**src/epa_pkg.sv**
```systemverilog
// epa_pkg: shared types and constants for the eprom programming-mode controller
package epa_pkg;
   // ********************************************************************
   // geometry
   // ********************************************************************
   localparam int EPA_ADDR_W = 13;                 // byte address width, 8k bytes
   localparam int EPA_DATA_W = 8;                  // byte lines width
   localparam logic [12:0] EPA_LAST_ADDR = 13'h1fff; // top byte address
   localparam logic [7:0] EPA_ERASED = 8'hff;      // erased byte value
   localparam logic [7:0] EPA_FILL = 8'h00;        // fill for unused bytes
   localparam int EPA_PROT_SET_BIT = 4;            // address bit high in protect
   localparam int EPA_PROT_VFY_BIT = 6;            // address bit low in protect verify
   localparam int EPA_TOP_LINE = 7;                // byte line that carries protect bit
   // ********************************************************************
   // timing, clock period 5 ns
   // ********************************************************************
   localparam int EPA_CLK_PS = 5000;               // clock period in ps
   localparam int EPA_FAST_MIN_NS = 950000;        // fast initial pulse least 0.95 ms
   localparam int EPA_FAST_NOM_NS = 1000000;       // fast initial pulse nominal 1 ms
   localparam int EPA_FAST_MAX_NS = 1050000;       // fast initial pulse most 1.05 ms
   localparam int EPA_FINAL_MIN_NS = 2850000;      // final pulse least 2.85 ms
   localparam int EPA_FINAL_MAX_NS = 78750000;     // final pulse most 78.75 ms
   localparam int EPA_SHORT_MIN_NS = 95000;        // short initial pulse least 95 us
   localparam int EPA_SHORT_NOM_NS = 100000;       // short initial pulse nominal 100 us
   localparam int EPA_SHORT_MAX_NS = 105000;       // short initial pulse most 105 us
   localparam int EPA_SETUP_NS = 2000;             // pin setup and data hold 2 us
   // nominal figures sit within both bounds, so they are used as counts
   localparam int EPA_FAST_CYC = (EPA_FAST_NOM_NS * 1000) / EPA_CLK_PS;
   localparam int EPA_SHORT_CYC = (EPA_SHORT_NOM_NS * 1000) / EPA_CLK_PS;
   // the product passes the range of int, so it is formed in 64 bits
   localparam int EPA_FINAL_CYC =
      int'((longint'(EPA_FINAL_MIN_NS) * 1000 + EPA_CLK_PS - 1) / EPA_CLK_PS);
   localparam int EPA_SETUP_CYC = (EPA_SETUP_NS * 1000 + EPA_CLK_PS - 1) / EPA_CLK_PS;
   localparam int EPA_CNT_W = 24;                  // width of the timing counter
   // ********************************************************************
   // types
   // ********************************************************************
   typedef enum logic [2:0] {
      EPA_OP_PROGRAM = 3'h0,   // program one byte
      EPA_OP_READ    = 3'h1,   // read or verify one byte
      EPA_OP_PROTECT = 3'h2,   // program the protect bit
      EPA_OP_PROT_VF = 3'h3    // read the protect bit
   } epa_op_t;
   // request from the user side
   typedef struct packed {
      epa_op_t op;                   // operation
      logic [12:0] addr;             // byte address
      logic [7:0] data;              // byte to program
      logic fast_alg;                // 1 fast 1 ms pulses, 0 short 100 us pulses
      logic final_pulse;             // add a final pulse (fast only)
   } epa_req_t;
   // pins driven toward the device
   typedef struct packed {
      logic chip_en_n;               // chip enable, low active
      logic out_en_n;                // output enable, low active
      logic write_strobe_n;          // program strobe, low active
      logic test_mode_select;        // high selects protect modes
      logic [12:0] byte_address_lines; // byte address
      logic [7:0] byte_lines_o;      // byte out value
      logic [7:0] byte_lines_oe_n;   // low while this end drives
   } epa_pins_t;
endpackage

```
**src/epa_host.sv**
```systemverilog
// epa_host: programmer-side controller that drives the eprom programming-mode pins
`timescale 1ns/1ps
module epa_host
   import epa_pkg::*;
#(
   parameter int FAST_CYC = EPA_FAST_CYC,     // fast initial pulse, cycles
   parameter int SHORT_CYC = EPA_SHORT_CYC,   // short initial pulse, cycles
   parameter int FINAL_CYC = EPA_FINAL_CYC,   // final pulse, cycles
   parameter int SETUP_CYC = EPA_SETUP_CYC    // setup and hold, cycles
) (
   // clock, reset, enable
   input wire logic core_clk_i,
   input wire logic sys_rst_i,
   input wire logic clk_en_i,
   // user request
   input wire logic req_valid_i,
   input epa_pkg::epa_req_t req_i,
   output logic req_ready_o,
   // user answer
   output logic done_o,
   output logic [7:0] rdata_o,
   output logic blank_o,
   // device pins
   output epa_pkg::epa_pins_t pins_o,
   input wire logic [7:0] byte_lines_i
);
   import epa_pkg::*;

   // ********************************************************************
   // state
   // ********************************************************************
   typedef enum logic [2:0] {
      EPA_IDLE   = 3'b000,  // pins parked
      EPA_SETUP  = 3'b001,  // address and levels settle
      EPA_PULSE  = 3'b011,  // strobe, output enable or top line low
      EPA_HOLD   = 3'b010,  // data hold after pulse
      EPA_FINAL  = 3'b110,  // final strobe pulse
      EPA_FHOLD  = 3'b111   // hold after final pulse
   } epa_state_t;

   epa_state_t state_q, state_d;        // sequencer state
   epa_req_t cur_q, cur_d;              // latched request
   logic [EPA_CNT_W-1:0] cnt_q, cnt_d;  // phase timer
   logic [7:0] rdata_q, rdata_d;        // captured byte
   logic done_q, done_d;                // answer pulse
   epa_pins_t pins_q, pins_d;           // registered pins
   logic [7:0] rd_sync;                 // synchronised byte lines
   logic rd_stable;                     // synchroniser settled

   // ********************************************************************
   // byte line read-back
   // ********************************************************************
   epa_sync #(.W(EPA_DATA_W)) u_sync (
      .core_clk_i(core_clk_i),
      .sys_rst_i(sys_rst_i),
      .clk_en_i(clk_en_i),
      .async_i(byte_lines_i),
      .sync_o(rd_sync),
      .stable_o(rd_stable)
   );

   // cycle count for a timing figure as a counter value
   function automatic logic [EPA_CNT_W-1:0] cyc(input int n);
      cyc = EPA_CNT_W'(n - 1);
   endfunction

   // parked pins: strobe, enables high, byte lines released
   function automatic epa_pins_t park(input logic [12:0] a);
      park.chip_en_n = 1'b1;
      park.out_en_n = 1'b1;
      park.write_strobe_n = 1'b1;
      park.test_mode_select = 1'b0;
      park.byte_address_lines = a;         // never high voltage here
      park.byte_lines_o = EPA_ERASED;
      park.byte_lines_oe_n = 8'hff;
   endfunction

   // pin levels for one operation, strobe and output enable still high
   function automatic epa_pins_t levels(input epa_req_t r);
      levels = park(r.addr);         // address as given; word halves even/odd
      case (r.op)
         EPA_OP_PROGRAM: begin
            levels.chip_en_n = 1'b0;
            levels.byte_lines_o = r.data;
            levels.byte_lines_oe_n = 8'h00;
         end
         EPA_OP_READ: begin
            levels.chip_en_n = 1'b0;
         end
         EPA_OP_PROTECT: begin
            levels.test_mode_select = 1'b1;
            levels.byte_address_lines[EPA_PROT_SET_BIT] = 1'b1;
            levels.byte_lines_o = EPA_ERASED;
            levels.byte_lines_oe_n = 8'h7f;               // only top line driven
         end
         EPA_OP_PROT_VF: begin
            levels.chip_en_n = 1'b0;
            levels.test_mode_select = 1'b1;
            levels.byte_address_lines[EPA_PROT_VFY_BIT] = 1'b0;
         end
         default: begin
            levels = park(r.addr);
         end
      endcase
   endfunction

   // ********************************************************************
   // sequencer
   // ********************************************************************
   // next-state: one request walks setup, pulse, hold, optional final
   always_comb begin
      state_d = state_q;
      cur_d = cur_q;
      cnt_d = cnt_q;
      rdata_d = rdata_q;
      done_d = 1'b0;
      pins_d = pins_q;
      case (state_q)
         EPA_IDLE: begin
            pins_d = park(pins_q.byte_address_lines);
            if (req_valid_i) begin   // one at a time, in caller order
               cur_d = req_i;
               pins_d = levels(req_i);
               cnt_d = cyc(SETUP_CYC);
               state_d = EPA_SETUP;
            end
         end
         EPA_SETUP: begin
            if (cnt_q != '0) begin
               cnt_d = cnt_q - 1'b1;
            end else begin
               // reads pulse output enable; protect pulses the top line; program pulses the strobe
               if (cur_q.op == EPA_OP_READ || cur_q.op == EPA_OP_PROT_VF) begin
                  pins_d.out_en_n = 1'b0;
                  cnt_d = cyc(SETUP_CYC);
               end else if (cur_q.op == EPA_OP_PROTECT) begin
                  pins_d.byte_lines_o[EPA_TOP_LINE] = 1'b0; // top line pulse
                  cnt_d = cur_q.fast_alg ? cyc(FAST_CYC) : cyc(SHORT_CYC);
               end else begin
                  pins_d.write_strobe_n = 1'b0;
                  // initial pulse width by algorithm
                  cnt_d = cur_q.fast_alg ? cyc(FAST_CYC) : cyc(SHORT_CYC);
               end
               state_d = EPA_PULSE;
            end
         end
         EPA_PULSE: begin
            if (cnt_q != '0) begin
               cnt_d = cnt_q - 1'b1;
            end else begin
               // with output enable low, sample only when the synchroniser has settled
               if (!pins_q.out_en_n && !rd_stable) begin
                  cnt_d = '0;
               end else begin
                  rdata_d = rd_sync;
                  pins_d.out_en_n = 1'b1;
                  pins_d.write_strobe_n = 1'b1;
                  pins_d.byte_lines_o[EPA_TOP_LINE] = cur_q.data[EPA_TOP_LINE] |
                     (cur_q.op == EPA_OP_PROTECT);
                  cnt_d = cyc(SETUP_CYC);
                  state_d = EPA_HOLD;
               end
            end
         end
         EPA_HOLD: begin
            if (cnt_q != '0) begin
               cnt_d = cnt_q - 1'b1;
            end else if (cur_q.op == EPA_OP_PROGRAM && cur_q.fast_alg &&
                         cur_q.final_pulse) begin
               // longer final pulse, fast algorithm only
               pins_d.write_strobe_n = 1'b0;
               cnt_d = cyc(FINAL_CYC);
               state_d = EPA_FINAL;
            end else begin
               pins_d = park(cur_q.addr);
               done_d = 1'b1;
               state_d = EPA_IDLE;
            end
         end
         EPA_FINAL: begin
            if (cnt_q != '0) begin
               cnt_d = cnt_q - 1'b1;
            end else begin
               pins_d.write_strobe_n = 1'b1;
               cnt_d = cyc(SETUP_CYC);
               state_d = EPA_FHOLD;
            end
         end
         EPA_FHOLD: begin
            if (cnt_q != '0) begin
               cnt_d = cnt_q - 1'b1;
            end else begin
               pins_d = park(cur_q.addr);
               done_d = 1'b1;
               state_d = EPA_IDLE;
            end
         end
         default: begin
            state_d = EPA_IDLE;
            pins_d = park(13'h0000);
         end
      endcase
   end

   // register the sequencer; enable low freezes everything
   always_ff @(posedge core_clk_i) begin
      if (sys_rst_i) begin
         state_q <= EPA_IDLE;
         cur_q <= '0;
         cnt_q <= '0;
         rdata_q <= EPA_ERASED;
         done_q <= 1'b0;
         pins_q <= {1'b1, 1'b1, 1'b1, 1'b0, 13'h0000, 8'hff, 8'hff};
      end else if (clk_en_i) begin
         state_q <= state_d;
         cur_q <= cur_d;
         cnt_q <= cnt_d;
         rdata_q <= rdata_d;
         done_q <= done_d;
         pins_q <= pins_d;
      end
   end

   // ********************************************************************
   // outputs
   // ********************************************************************
   assign req_ready_o = (state_q == EPA_IDLE);
   assign done_o = done_q;
   assign rdata_o = rdata_q;
   // blank means erased byte; ones can only become zeros
   assign blank_o = (rdata_q == EPA_ERASED);
   assign pins_o = pins_q;

   // ********************************************************************
   // checks
   // ********************************************************************
   a_no_drive_fight: assert property (@(posedge core_clk_i) disable iff (sys_rst_i)
      !pins_o.out_en_n |-> (pins_o.byte_lines_oe_n == 8'hff))
      else $error("byte lines driven while output enable low");
   a_strobe_needs_ce: assert property (@(posedge core_clk_i) disable iff (sys_rst_i)
      !pins_o.write_strobe_n |-> !pins_o.chip_en_n && pins_o.out_en_n)
      else $error("strobe low without chip enable or with output enable");
   a_strobe_idle_high: assert property (@(posedge core_clk_i) disable iff (sys_rst_i)
      (state_q == EPA_IDLE) |-> pins_o.write_strobe_n)
      else $error("strobe low while idle");
   a_protect_levels: assert property (@(posedge core_clk_i) disable iff (sys_rst_i)
      (state_q == EPA_PULSE && cur_q.op == EPA_OP_PROTECT) |->
      pins_o.chip_en_n && pins_o.test_mode_select &&
      pins_o.byte_address_lines[EPA_PROT_SET_BIT] && !pins_o.byte_lines_o[EPA_TOP_LINE])
      else $error("protect pulse levels wrong");
   a_pvf_levels: assert property (@(posedge core_clk_i) disable iff (sys_rst_i)
      (state_q == EPA_PULSE && cur_q.op == EPA_OP_PROT_VF) |->
      !pins_o.byte_address_lines[EPA_PROT_VFY_BIT] && !pins_o.chip_en_n)
      else $error("protect verify levels wrong");
   a_done_one_cycle: assert property (@(posedge core_clk_i) disable iff (sys_rst_i)
      (done_o && clk_en_i) |=> !done_o)
      else $error("done longer than one cycle");
   a_addr_steady: assert property (@(posedge core_clk_i) disable iff (sys_rst_i)
      (state_q == EPA_PULSE && clk_en_i && $past(state_q) == EPA_PULSE) |->
      $stable(pins_o.byte_address_lines))
      else $error("address moved during pulse");
   a_strobe_fall_width: assert property (@(posedge core_clk_i) disable iff (sys_rst_i)
      ($fell(pins_o.write_strobe_n) && state_q == EPA_PULSE && !clk_en_i) |=>
      !pins_o.write_strobe_n)
      else $error("strobe released while frozen");
endmodule

```
**src/epa_sync.sv**
```systemverilog
// epa_sync: three-stage synchroniser for the byte lines read back from the device
`timescale 1ns/1ps
module epa_sync #(
   parameter int W = 8
) (
   // clock and reset
   input wire logic core_clk_i,
   input wire logic sys_rst_i,
   input wire logic clk_en_i,
   // data
   input wire logic [W-1:0] async_i,
   output logic [W-1:0] sync_o,
   output logic stable_o
);
   logic [W-1:0] s1_q, s2_q, s3_q;   // stages; s1 is seen only by s2
   logic [W-1:0] s1_d, s2_d, s3_d;
   // next values
   always_comb begin
      s1_d = async_i;
      s2_d = s1_q;
      s3_d = s2_q;
   end
   // register stages
   always_ff @(posedge core_clk_i) begin
      if (sys_rst_i) begin
         s1_q <= '0;
         s2_q <= '0;
         s3_q <= '0;
      end else if (clk_en_i) begin
         s1_q <= s1_d;
         s2_q <= s2_d;
         s3_q <= s3_d;
      end
   end
   // a value counts once stage two and three agree
   assign sync_o = s3_q;
   assign stable_o = (s2_q == s3_q);
endmodule
```
**config.mk**
```make
export PLATFORM = sky130hd
export DESIGN_NAME = epa_host
export DESIGN_NICKNAME = d
export VERILOG_FILES = /design/src/epa_pkg.sv /design/src/epa_host.sv /design/src/epa_sync.sv
export SDC_FILE = /design/constraint.sdc
export NUM_CORES = 1
export LEC_CHECK = 0
export BUFFER_PORTS_ARGS = -buffer_cell sky130_fd_sc_hd__buf_2
export CAP_MARGIN = 20
export CORE_UTILIZATION = 33
export CTS_BUF_LIST = sky130_fd_sc_hd__clkbuf_16
export DETAILED_ROUTE_END_ITERATION = 6
export HOLD_SLACK_MARGIN = 0.08
export PLACE_DENSITY = 0.55
export REMOVE_ABC_BUFFERS = 1
export SYNTH_ARGS = -nofsm -noshare
export SYNTH_HDL_FRONTEND = slang
export SYNTH_SLANG_ARGS = --single-unit
```
**constraint.sdc**
```tcl
create_clock -name core_clk_i -period 3.2 [get_ports core_clk_i]
set_clock_uncertainty 0.15 [all_clocks]
set_input_delay 0.64 -clock core_clk_i [delete_from_list [all_inputs] [get_ports core_clk_i]]
set_output_delay 0.64 -clock core_clk_i [all_outputs]
set_load 0.1 [all_outputs]
```
======== Word level (Yosys, flattened, before mapping) ========
Cells that the tools add are included.
storage, ports and cells
  output and inout bits ................... 44
  logic and storage cells ................. 128
  input port bits ......................... 38
  register bits after elaboration ......... 119
cells by class
  bitwise gates (word level) .............. 5
  reductions and logical operators ........ 23
  eq/ne operators ......................... 27
  multiplexer cells ....................... 52
  add/subtract/negate cells ............... 1
operators with widths
  operator                                            count
  2-to-1 mux 24 bit                                   7
  one-hot mux 24 bit (6 select lines)                 1
  2-to-1 mux 33 bit                                   3
  one-hot mux 15 bit (4 select lines)                 1
  one-hot mux 14 bit (4 select lines)                 1
  2-to-1 mux 18 bit                                   2
  one-hot mux 16 bit (2 select lines)                 1
  2-to-1 mux 30 bit                                   1
  inequality test 2 bit, second input constant        13
  2-to-1 mux 3 bit                                    8
  nonzero test 24 bit                                 1
  subtractor 24 x 1 -> 24 bit, second input constant  1
  == test 3 x 2 -> 1 bit, second input constant       6
  one-hot mux 1 bit (6 select lines)                  3
  one-hot mux 3 bit (6 select lines)                  1
  AND reduction 9 bit                                 2
  2-to-1 mux 1 bit                                    16
  AND reduction 10 bit                                1
  AND reduction 5 bit                                 2
  == test 3 x 1 -> 1 bit, second input constant       3
  zero test 3 bit                                     3
  2-to-1 mux 9 bit                                    1
  == test 8 bit                                       1
  == test 8 bit, second input constant                1
  other kinds (17)                                    28

======== Depth between registers and ports, before layout ========
Gate-level depths: netlist of run 1.
  word-level depth ........................ 6
  mapped depth ............................ 10
  mapped depth without buffers ............ 8

======== Modules after synthesis ========
From an unflattened synthesis of run 1, not the netlist that was laid out.
second synthesis, totals
  cell total of the unflattened synthesis .. 641
  area total of the unflattened synthesis .. 5312.6 um2
by module, submodules not included
  module    cells an instance  instances  area an instance (um2)
  epa_host  553                1          4356.7
  epa_sync  88                 1          955.9

======== Least setup slack after synthesis of run 1 ========
OpenSTA, ideal clock, no wires.
  path type ............................... register to register
  start ................................... reg state_q[1]
  end ..................................... reg cur_q[14] (netlist bit)
  arrival time ............................ 3.734 ns
  setup slack ............................. -0.816 ns
  cell stages (with the launch flop) ...... 10
  path buffers ............................ 4
  required time ........................... 2.918 ns
  cells stage by stage .................... dfxtp_1 -> clkbuf_1 -> nor3_1 -> and2_1 -> clkbuf_1 -> nand2_1 -> clkbuf_1 -> clkbuf_1 -> nand2_1 -> a21oi_1
between the ends
  cells in the longest elaborated chain, start to end .. 2
ends and longest elaborated chain
  what                           line             source
  from (decl)                    epa_host.sv:41   epa_state_t state_q, state_d;
  from (signal assigned)         epa_host.sv:215  state_q <= state_d;
  zero test 3 bit                n/a
  via req_ready_o                epa_host.sv:18   output logic req_ready_o,
  AND reduction 3 bit (no line)  n/a
  to (signal assigned)           epa_host.sv:216  cur_q <= cur_d;
  to (decl)                      epa_host.sv:42   epa_req_t cur_q, cur_d;
The timed path passes the listed nets, and every way through them passes these cells.
A chain may end at the register's enable or synchronous reset.

======== Worst setup path in the final report of run 1 ========
  start ................................... reg cnt_q[0]
  end ..................................... reg rdata_q[4] (netlist: rdata_o[4])
between the ends
  cells in the longest elaborated chain, start to end .. 3
ends and longest elaborated chain
  what                           line             source
  from (decl)                    epa_host.sv:43   logic [EPA_CNT_W-1:0] cnt_q, cnt_d;
  from (signal assigned)         epa_host.sv:217  cnt_q <= cnt_d;
  nonzero test 24 bit            epa_host.sv:148  if (cnt_q != '0) begin
  inverter 1 bit (no line)       n/a
  AND reduction 4 bit (no line)  n/a
  to (signal assigned)           epa_host.sv:218  rdata_q <= rdata_d;
  to (decl)                      epa_host.sv:44   logic [7:0] rdata_q, rdata_d;
Every way passes these cells.

==> results of run 1 <==
==> power groups by stage <==
stage                     clock [W]  sequential, W  combinational (W)
after CTS                   0.00126        0.00150            0.00151
after global placement            0        0.00153            0.00150
after detailed placement          0        0.00153            0.00150
after global routing        0.00131        0.00152            0.00163
final                       0.00123        0.00150            0.00152
after floorplan                   0        0.00188           0.000733
==> repair_timing <==
item / 4_1_cts / 5_1_grt
hold endpoints to repair: 0 / 0
endpoints found under the setup margin: 0 / 6
resized for setup: 0 / 1
==> cell usage after synthesis (all sizes together), types with 4 or more instances <==
| master | count |
|---|---|
| or4 | 6 |
| nand2 | 75 |
| a21oi | 51 |
| o21bai | 4 |
| clkbuf | 29 |
| nor3 | 26 |
| nand2b | 6 |
| nand4 | 8 |
| inv | 5 |
| a31oi | 7 |
| buf | 18 |
| nor2 | 89 |
| nand3 | 5 |
| nor4 | 12 |
| xnor2 | 21 |
| nor4b | 5 |
| dfxtp | 106 |
| a211o | 8 |
| nand4b | 4 |
| o211ai | 8 |
| a22oi | 13 |
| o21ai | 21 |
| and2 | 5 |
| mux2i | 26 |
| a211oi | 19 |
| o31a | 4 |
| nor2b | 15 |
==> worst paths after layout <==
| path | endpoint | slack [ns] |
|---|---|---|
| max | rdata_o[4] | 0.25 |
| max reg2reg | rdata_o[4] | 0.25 |
| min | cur_q[16] | 0.31 |
| min reg2reg | cur_q[16] | 0.31 |
==> area by class of cell <==
type	count	share of cell area [%]
clock buffer	9	3.54
clock inverter	7	1.67
inverter	7	0.414
multi-input combinational	489	47.7
sequential	106	33.4
tap	216	4.25
timing repair buffer	103	9.02
==> state kept, by name, indices dropped and copies added, names as in the netlist <==
name	flops
pins_o	27
cnt_q	24
cur_q	19
rdata_o	8
u_sync.s1_q	8
u_sync.s2_q	8
u_sync.sync_o	8
state_q	3
done_o	1
==> through the flow <==
| stage | instances | instance area [um2] | util (%) | power [W] |
|---|---|---|---|---|
| after floorplan | 602 | 5180 | - | 0.00261 |
| after global placement | 921 | 6020 | 37.8 | 0.00303 |
| after detailed placement | 921 | 6020 | 37.8 | 0.00303 |
| after CTS | 937 | 6350 | 39.9 | 0.00427 |
| after global routing | 937 | 6350 | 39.9 | 0.00446 |
| final | 937 | 6350 | 39.9 | 0.00425 |
==> cell families (layout without fill, tap and decap cells) <==
group | Yosys count | in the layout | synth area share (%)
and+or+nand+nor | 271 | 271 | 25.3
AOI/OAI and AO/OA | 166 | 166 | 21.5
DFF | 106 | 106 | 39.2
buffers and inverters | 54 | 126 | 4.76
muxes | 27 | 27 | 5.02
xor gates and xnor gates | 23 | 23 | 3.72
adders and majority gates | 2 | 2 | 0.462
==> worst register-to-register path, delay by kind of cell (launching register included) <==
kind	cells	cell delay, ns
AO/OA/AOI/OAI	1	0.27
flip-flops	1	0.34
adder cells (fa/ha/maj)	1	0.18
AND/OR/NAND/NOR	5	1.53
buffers and inverters	2	0.37
==> layer usage <==
metal	vias to the layer above	share of wire [%]	track usage, %	wire, um
met3	23	5.3	3.24	802
li1	2467	-	-	-
met1	2368	46	24.8	6980
met5	-	0	0	0
met4	0	1.8	7.25	277
met2	162	46	30.2	6960
==> impl_summary.txt, run 1 <==
----------------------------------------------------
[Status]
  Outcome ... finished, final reports clean

[Critical path]
  Maximum fanout count along the critical path ... 16
  Path type of the worst setup path ... reg2reg
  Crit path DAT ... 3.04 ns
  WP buf/inv ... 2
  Delay of the slowest cell on the worst path ... 0.45 ns
  Critical path's top delay family ... simple AND/OR/NAND/NOR gates
  R2R Path Start ... cnt_q[0]
  R2R cell count ... 9
  Worst setup path start ... cnt_q[0]
  Logic depth of the worst setup path including buffers ... 9
  Worst path required time ... 3.29 ns
  Cell Chain, Critical Path ... inv_1, ha_1, nor3b_1, nand4_1, or2_1, nor4_4, buf_4, nor2b_1, a211o_1
  Worst-path cell with the longest stage delay ... sky130_fd_sc_hd__or2_1
  Endpoint type of the worst setup path ... flip-flop
  Worst Setup Start Kind ... flip-flop

[Clocking]
  Post CTS Setup Buffer Count ... 0
  Insertion delay of the later-clocked pin in the worst-skew pair ... between 0.3 and 0.4 ns
  CTS Root Buffer Type ... sky130_fd_sc_hd__clkbuf_16
  Clock tree from TritonCTS ... built
  Count of hold-fix buffers inserted at cts ... 0
  Clock-pin slew of the registers on the worst-case setup and hold paths ... 0.07 ns
  Longest Clk Path Bufs ... 2
  Number of sinks driven by the clock tree ... 106
  Number of H-tree branching levels ... 3
  Number of buffers created by CTS ... 9

[Final layout]
  Antenna diode instance count ... 0
  Multi-input combinational cell area ... 3030 um2
  Filler Cell Count ... around 1700
  Share of post-route cells with drive strength above 1 ... 20.4%
  Layout net count ... 756
  Top library cells by usage in the layout, fill and taps aside ... sky130_fd_sc_hd__dfxtp_1 (106), sky130_fd_sc_hd__nor2_1 (83), sky130_fd_sc_hd__buf_2 (80)
  Area grow syn2layout ... 17.4%
  Total area of sequential cells ... 2120 um2
  Most frequent standard cell in the layout excluding fill and tap cells ... sky130_fd_sc_hd__dfxtp_1

[Power and ir drop]
  Internal power ... roughly 0.0026 W
  Comb power frac ... a little over a third
  Sequential cell fraction of total power ... 35.4%
  Sw power ... 0.00170 W
  Power density cells ... 669 nW/um2
  Switch share ... approximately 40%
  Leakage Power ... 2.37 nW
  Portion of total power attributed to the clock network ... 28.9%
  VDD IR max ... 358 uV

[Global routing]
  Global route total overflow ... 0
  Combined global-route utilization of all metal layers ... 18.7%
  Number of global-route vias before repair ... 4805
  Pin count of the biggest net entering global routing ... 48
  Wire length of the first global-routing pass ... between 20000 and 25000 um
  Antenna violations before repair ... 0

[Die]
  Core box area ... 15900 um2
  Die area ... 16900 um2
  Top-Level Pins ... 82
  Std-Cell Rows ... 46
  Chip Height ... 130 um
  DIE WIDTH ... 130 um
  Effective utilization at floorplan ... 33.9%

[Timing]
  Setup repair after global routing missed its margin ... false
  Slew margin rel. ... ~50%
  Slew at the pin closest to its max-slew limit ... 0.752 ns
  Number of endpoints failing setup at the final stage ... 0
  Final critical path time including I/O delays and setup ... slightly below 3 ns
  Sum of negative setup slack ... 0 ns
  Achievable clock frequency ... 339 MHz
  Final Slew Violations ... 0
  Post-layout worst setup margin ... 0.249 ns
  Smallest hold slack ... 0.307 ns
  Final critical-path share of the clock period ... 92.2%
  Final hold violation count ... 0

[Yosys]
  Total of warnings raised by yosys ... 0
  Proportion of synthesized chip area in sequential cells ... 39.2%
  Cell type contributing the most total cell area after synthesis ... sky130_fd_sc_hd__dfxtp_1
  Combined area of all synthesized cells ... 5410 um2
  Post-synthesis async set-or-reset flop share ... 0%
  Avg Cell Area, Syn ... 8.34 um2
  Area share of the largest cell type after synthesis ... 39.2%
  Cell types with the largest area share after synthesis ... sky130_fd_sc_hd__dfxtp_1 (39%), sky130_fd_sc_hd__nor2_1 (5.8%), sky130_fd_sc_hd__nand2_1 (5.2%)
  Synth Instances ... around 650
  Number of enable flip-flop cells after synthesis ... 0
  Synthesis-stage register bit count ... 106
  Most instantiated flip-flop cell in the synthesis netlist ... sky130_fd_sc_hd__dfxtp_1
  Distinct cell type count of the synthesized netlist ... 70

[Worst hold path]
  Origin of the worst min-delay path ... cur_q[16]
  Path class of the lowest-slack min-delay path ... reg2reg
  Worst hold path cell count ... 2

[Routing]
  Final routed DRC violation total ... 0
  Post-detailed-routing wire length ... 15000 um
  Routed Antenna Nets ... 0
  Via count normalized by instance count ... 5.36
  DRT Pass-1 Iters ... 4
  Count of routing violations after the opening detailed-route iteration ... 243
  DR vias ... about 5000
  Wire length per cell after detailed routing ... roughly 16 um

[Placement]
  Total half-perimeter wirelength after legalization and detailed placement ... around 11000 um
  Placement Setup Slack ... about 0.29 ns
  GP Congestion ... just over 0.9
  Port-buffer cells ... 81

[Run]
  Max-cap viol count ... 0

----------------------------------------------------
Power figures use the tool's default switching activity.
==> run 2: changes to the inputs <==
--- a/config.mk
+++ b/config.mk
@@ -7,11 +7,13 @@
 export LEC_CHECK = 0
 export BUFFER_PORTS_ARGS = -buffer_cell sky130_fd_sc_hd__buf_2
 export CAP_MARGIN = 20
+export CELL_PAD_IN_SITES_DETAIL_PLACEMENT = 0
+export CELL_PAD_IN_SITES_GLOBAL_PLACEMENT = 1
 export CORE_UTILIZATION = 33
 export CTS_BUF_LIST = sky130_fd_sc_hd__clkbuf_16
 export DETAILED_ROUTE_END_ITERATION = 6
 export HOLD_SLACK_MARGIN = 0.08
-export PLACE_DENSITY = 0.55
+export PLACE_DENSITY = 0.68
 export REMOVE_ABC_BUFFERS = 1
 export SYNTH_ARGS = -nofsm -noshare
 export SYNTH_HDL_FRONTEND = slang
==> run 2 against run 1 <==
Against the previous run: final cell count grew 0.11%; critical path type unchanged; register-to-register slack gained 0.07 ns; design area shrank 0.59%; largest cell class unchanged; utilization shrank 0.24 points.
==> impl_summary.txt, run 2 (synthesized netlist as in run 1, its figures left out) <==
----------------------------------------------------
[Global routing]
  Combined global-route utilization of all metal layers ... a little under a fifth
  Pin count of the biggest net entering global routing ... 49
  GR peak layer ... met2
  Met1 Usage GRT ... 25.3%
  Met2 layer usage reported by global route ... 29.8%
  Number of global-route vias before repair ... 4697
  Antenna violations before repair ... 0
  Met3 usage in global routing ... 4.10%
  Wire length of the first global-routing pass ... around 25000 um
  Global route total overflow ... 0

[Die]
  DIE WIDTH ... about 130 um
  Die area ... about 17000 um2
  Std-Cell Rows ... 46
  Effective utilization at floorplan ... 33.9%
  Chip Height ... between 100 and 150 um
  Top-Level Pins ... 82
  Core box area ... 15900 um2

[Routing]
  DR vias ... roughly 5000
  Via count normalized by instance count ... 5.34
  Count of routing violations after the opening detailed-route iteration ... roughly 250
  DRT Pass-1 Iters ... 4
  Post-detailed-routing wire length ... 15200 um
  Final routed DRC violation total ... 0
  Wire length per cell after detailed routing ... 16.2 um
  Routed Antenna Nets ... 0

[Final layout]
  Final design utilization ... 39.6%
  Most frequent standard cell in the layout excluding fill and tap cells ... sky130_fd_sc_hd__dfxtp_1
  Antenna diode instance count ... 0
  Layout net count ... 757
  Flip-flop count of the largest register after layout ... 27
  Share of post-route cells with drive strength above 1 ... between 20% and 30%
  Top library cells by usage in the layout, fill and taps aside ... sky130_fd_sc_hd__dfxtp_1 (106), sky130_fd_sc_hd__nor2_1 (83), sky130_fd_sc_hd__buf_2 (80)
  Area grow syn2layout ... 16.7%

[Critical path]
  Cell Chain, Critical Path ... inv_1, ha_1, nor3b_1, nand4_1, or2_1, nor4_4, buf_4, nor2b_1, a211o_1
  Delay of the slowest cell on the worst path ... 0.45 ns
  R2R Path Start ... cnt_q[0]
  Worst setup path start ... cnt_q[0]
  Maximum fanout count along the critical path ... 16
  Critical path's top delay family ... simple AND/OR/NAND/NOR gates
  Worst Setup Start Kind ... flip-flop
  WP buf/inv ... 2
  Endpoint type of the worst setup path ... flip-flop
  Worst path required time ... 3.29 ns
  Path type of the worst setup path ... reg2reg
  Worst-path cell with the longest stage delay ... sky130_fd_sc_hd__or2_1
  Crit path DAT ... 2.97 ns

[Timing]
  Final hold violation count ... 0
  Final critical-path share of the clock period ... 89.9%
  Final Slew Violations ... 0
  Post-layout worst setup margin ... 0.324 ns
  Slew at the pin closest to its max-slew limit ... 0.746 ns
  Setup repair after global routing missed its margin ... false
  Smallest hold slack ... 0.309 ns
  Achievable clock frequency ... 348 MHz
  Number of endpoints failing setup at the final stage ... 0
  Slew margin rel. ... 50.3%
  Final critical path time including I/O delays and setup ... approximately 2.9 ns

[Run]
  Max-cap viol count ... 0

[Clocking]
  Insertion delay of the later-clocked pin in the worst-skew pair ... around 0.36 ns
  CTS Root Buffer Type ... sky130_fd_sc_hd__clkbuf_16
  Clock-pin slew of the registers on the worst-case setup and hold paths ... 0.07 ns
  Number of sinks driven by the clock tree ... 106
  Count of hold-fix buffers inserted at cts ... 0
  Number of buffers created by CTS ... 9
  Number of H-tree branching levels ... 3
  Clock tree from TritonCTS ... built
  Count of instances resized after the clock tree is built ... 0
  Post CTS Setup Buffer Count ... 0
  Longest Clk Path Bufs ... 2

[Placement]
  Port-buffer cells ... 81
  Placement Setup Slack ... 0.368 ns
  Total half-perimeter wirelength after legalization and detailed placement ... roughly 11000 um
  GP Congestion ... 0.905

[Status]
  Outcome ... finished, final reports clean

[Power and ir drop]
  Power density cells ... 649 nW/um2
  Total design power ... 0.00410 W
  Portion of total power attributed to the clock network ... 26.2%
  Sequential cell fraction of total power ... between 30% and 40%
  Switch share ... approximately 42%
  Sw power ... around 0.0017 W
  Leakage Power ... 2.34 nW
  VDD IR max ... 439 uV
  Comb power frac ... 37.0%
  Internal power ... roughly 0.0024 W

[Worst hold path]
  Path class of the lowest-slack min-delay path ... reg2reg
  Origin of the worst min-delay path ... cur_q[12]

----------------------------------------------------
## run 2: cell types whose count changed in the layout (fill, tap and decap cells not counted), sizes merged
cell      delta
buf          +1
clkinvlp     +2
bufinv       -2
## run 2: metrics by stage
stage | cell area [um2] | std cells | setup TNS (ns)
floorplan | 5180 | 602 | -54.17
global placement | 6030 | 922 | 0
detailed placement | 6030 | 922 | 0
CTS | 6320 | 938 | 0
global route | 6320 | 938 | 0
finish | 6320 | 938 | 0
## run 2: worst min-delay path: stages (launching register included)
cell	delay, ns
sky130_fd_sc_hd__dfxtp_1	0.31
sky130_fd_sc_hd__nand2_1	0.05
sky130_fd_sc_hd__a21oi_1	0.05
## run 2: power groups by stage
stage               clock, W  sequential, W  combinational [W]
global placement           0        0.00153            0.00149
CTS                  0.00111        0.00151            0.00150
global route         0.00117        0.00152            0.00162
floorplan                  0        0.00188           0.000733
detailed placement         0        0.00154            0.00150
finish               0.00107        0.00151            0.00152
## run 2: path summary, 6_finish.rpt
kind	end	slack, ns	cells past startpoint
max	rdata_o[4]	0.32	9
min	cur_q[12]	0.31	2
max reg2reg	rdata_o[4]	0.32	9
min reg2reg	cur_q[12]	0.31	2
## run 2: cell type report
type	instances	area (um2)
sequential	106	2120
clock inverter	7	61.3
multi-input combinational	489	3030
timing repair buffer	104	581
clock buffer	9	225
fill	1666	9630
inverter	7	26.3
tap	216	270
## run 2: per-layer routing
| layer | routed length, um | up-vias |
|---|---|---|
| met3 | 759 | 20 |
| met5 | 0 | - |
| met1 | 7060 | 2379 |
| li1 | - | 2475 |
| met4 | 280 | 0 |
| met2 | 7110 | 135 |
==> run 3: changes to the inputs <==
--- a/config.mk
+++ b/config.mk
@@ -5,6 +5,7 @@
 export SDC_FILE = /design/constraint.sdc
 export NUM_CORES = 1
 export LEC_CHECK = 0
+export ABC_CLOCK_PERIOD_IN_PS = 3200
 export BUFFER_PORTS_ARGS = -buffer_cell sky130_fd_sc_hd__buf_2
 export CAP_MARGIN = 20
 export CELL_PAD_IN_SITES_DETAIL_PLACEMENT = 0
@@ -13,6 +14,7 @@
 export CTS_BUF_LIST = sky130_fd_sc_hd__clkbuf_16
 export DETAILED_ROUTE_END_ITERATION = 6
 export HOLD_SLACK_MARGIN = 0.08
+export MAX_ROUTING_LAYER = met4
 export PLACE_DENSITY = 0.68
 export REMOVE_ABC_BUFFERS = 1
 export SYNTH_ARGS = -nofsm -noshare
==> run 3 against run 2 <==
Against the previous run: wire length fell by 0.55%; global-route usage increased by 0.56 points; utilization about the same; flip-flop and latch count did not move; die area is the same; critical path type unchanged; highest routed layer unchanged.
==> impl_summary.txt, run 3 (synthesized netlist as in run 1, its figures left out) <==
----------------------------------------------------
[Status]
  Outcome ... finished, final reports clean

[Placement]
  Placement Setup Slack ... ~0.37 ns
  GP Congestion ... 0.924
  Total half-perimeter wirelength after legalization and detailed placement ... 10900 um
  Placed cells ... 922
  Port-buffer cells ... 81
  Placement-stage cell area ... 6030 um2

[Clocking]
  Clock-pin slew of the registers on the worst-case setup and hold paths ... 0.08 ns
  Number of buffers created by CTS ... 9
  Clock tree from TritonCTS ... built
  Post CTS Setup Buffer Count ... 0
  Number of H-tree branching levels ... 3
  Count of instances resized after the clock tree is built ... 0
  Count of hold-fix buffers inserted at cts ... 0
  Number of sinks driven by the clock tree ... approximately 110
  Insertion delay of the later-clocked pin in the worst-skew pair ... about 0.36 ns
  CTS Root Buffer Type ... sky130_fd_sc_hd__clkbuf_16
  Longest Clk Path Bufs ... 2

[Timing]
  Number of endpoints failing setup at the final stage ... 0
  Final critical-path share of the clock period ... 89.4%
  Achievable clock frequency ... around 350 MHz
  Slew margin rel. ... 51.1%
  Final critical path time including I/O delays and setup ... 2.86 ns
  Slew at the pin closest to its max-slew limit ... 0.733 ns
  Final hold violation count ... 0
  Setup repair after global routing missed its margin ... false
  Post-layout worst setup margin ... 0.340 ns
  Final Slew Violations ... 0

[Die]
  Effective utilization at floorplan ... 33.9%
  Die area ... 16900 um2
  Chip Height ... 130 um
  Std-Cell Rows ... 46
  Top-Level Pins ... 82
  Core box area ... 15900 um2
  DIE WIDTH ... 130 um

[Final layout]
  Antenna diode instance count ... 0
  Share of post-route cells with drive strength above 1 ... 20.5%
  Final design utilization ... just under 40%
  Final instance area ... 6320 um2
  Most frequent standard cell in the layout excluding fill and tap cells ... sky130_fd_sc_hd__dfxtp_1
  Area grow syn2layout ... 16.8%
  Layout net count ... 757
  Filler Cell Count ... about 1700
  Flip-flop count of the largest register after layout ... 27
  Top library cells by usage in the layout, fill and taps aside ... sky130_fd_sc_hd__dfxtp_1 (106), sky130_fd_sc_hd__nor2_1 (83), sky130_fd_sc_hd__buf_2 (80)
  Non-filler cells in the finished layout ... between 900 and 1000

[Routing]
  Routed Antenna Nets ... 0
  Via count normalized by instance count ... ~5.3
  Post-detailed-routing wire length ... roughly 15000 um
  DRT Pass-1 Iters ... 5
  DR vias ... ~5000
  Wire length per cell after detailed routing ... ~16 um
  Final routed DRC violation total ... 0
  Count of routing violations after the opening detailed-route iteration ... 358

[Critical path]
  Endpoint type of the worst setup path ... flip-flop
  R2R cell count ... 6
  Worst Setup Start Kind ... flip-flop
  Worst path required time ... 3.28 ns
  Crit path DAT ... 2.94 ns
  Maximum fanout count along the critical path ... 7
  Delay of the slowest cell on the worst path ... between 0.6 and 0.7 ns
  Path type of the worst setup path ... reg2reg
  Worst-path cell with the longest stage delay ... sky130_fd_sc_hd__o311ai_0
  Cell Chain, Critical Path ... or4b_1, o311ai_0, or4_1, nand2_1, o21bai_1, nor2_1

[Global routing]
  Antenna violations before repair ... 0
  Pin count of the biggest net entering global routing ... 49
  Wire length of the first global-routing pass ... 24700 um
  Global route total overflow ... 0
  Number of global-route vias before repair ... 4759
  Combined global-route utilization of all metal layers ... 19.4%

[Worst hold path]
  Path class of the lowest-slack min-delay path ... reg2reg
  Worst hold path cell count ... 2

[Run]
  Max-cap viol count ... 0

[Power and ir drop]
  VDD IR max ... 315 uV
  Power density cells ... 651 nW/um2
  Leakage Power ... 2.35 nW

----------------------------------------------------
-- run 3: layer usage --
| metal | routed length [um] | up-vias | share of wire (%) | GRT usage [%] |
|---|---|---|---|---|
| met4 | 220 | 0 | 1.5 | 5.88 |
| met2 | 7080 | 155 | 47 | 29.8 |
| met3 | 730 | 17 | 4.8 | 3.73 |
| li1 | - | 2480 | - | - |
| met1 | 7100 | 2350 | 47 | 25.7 |
| met5 | 0 | - | 0 | - |
-- run 3: critical path: cells and delay by family, from the launching register on --
| family | cells | cell delay, ns |
|---|---|---|
| AOI/OAI and AO/OA | 2 | 1.05 |
| DFF | 1 | 0.36 |
| and+or+nand+nor | 4 | 1.18 |
-- run 3: worst paths after layout --
path / start / endpoint / slack [ns]
setup / recovery: cur_q[25] / cnt_q[6] / 0.34
hold reg to reg: cur_q[20] / cur_q[20] / 0.31
hold / removal: cur_q[20] / cur_q[20] / 0.31
setup reg to reg: cur_q[25] / cnt_q[6] / 0.34
-- run 3: cell type report --
type                    count  area [um2]  area share, %
multi-input cells         489        3030           48.0
well taps                 216         270           4.28
clock buffers               9         225           3.57
repair buffers            104         581           9.19
inverters                   7        26.3          0.416
clock inverters             7        62.6          0.990
flip-flops and latches    106        2120           33.6
-- run 3: stage by stage --
stage               hold WS (ns)  setup TNS, ns  total power [W]
floorplan                  0.277         -54.17          0.00261
global placement           0.292              0          0.00303
detailed placement         0.298              0          0.00303
CTS                        0.309              0          0.00414
global route               0.333              0          0.00434
finish                     0.307              0          0.00411
-- run 3: power by group --
group / internal [W] / leakage [nW] / switching [W]
Combinational: 0.000441 / 1.34 / 0.00107
Clock: 0.000545 / 0.137 / 0.000546
Sequential: 0.00141 / 0.864 / 0.0000941
Total: 0.00240 / 2.35 / 0.00171
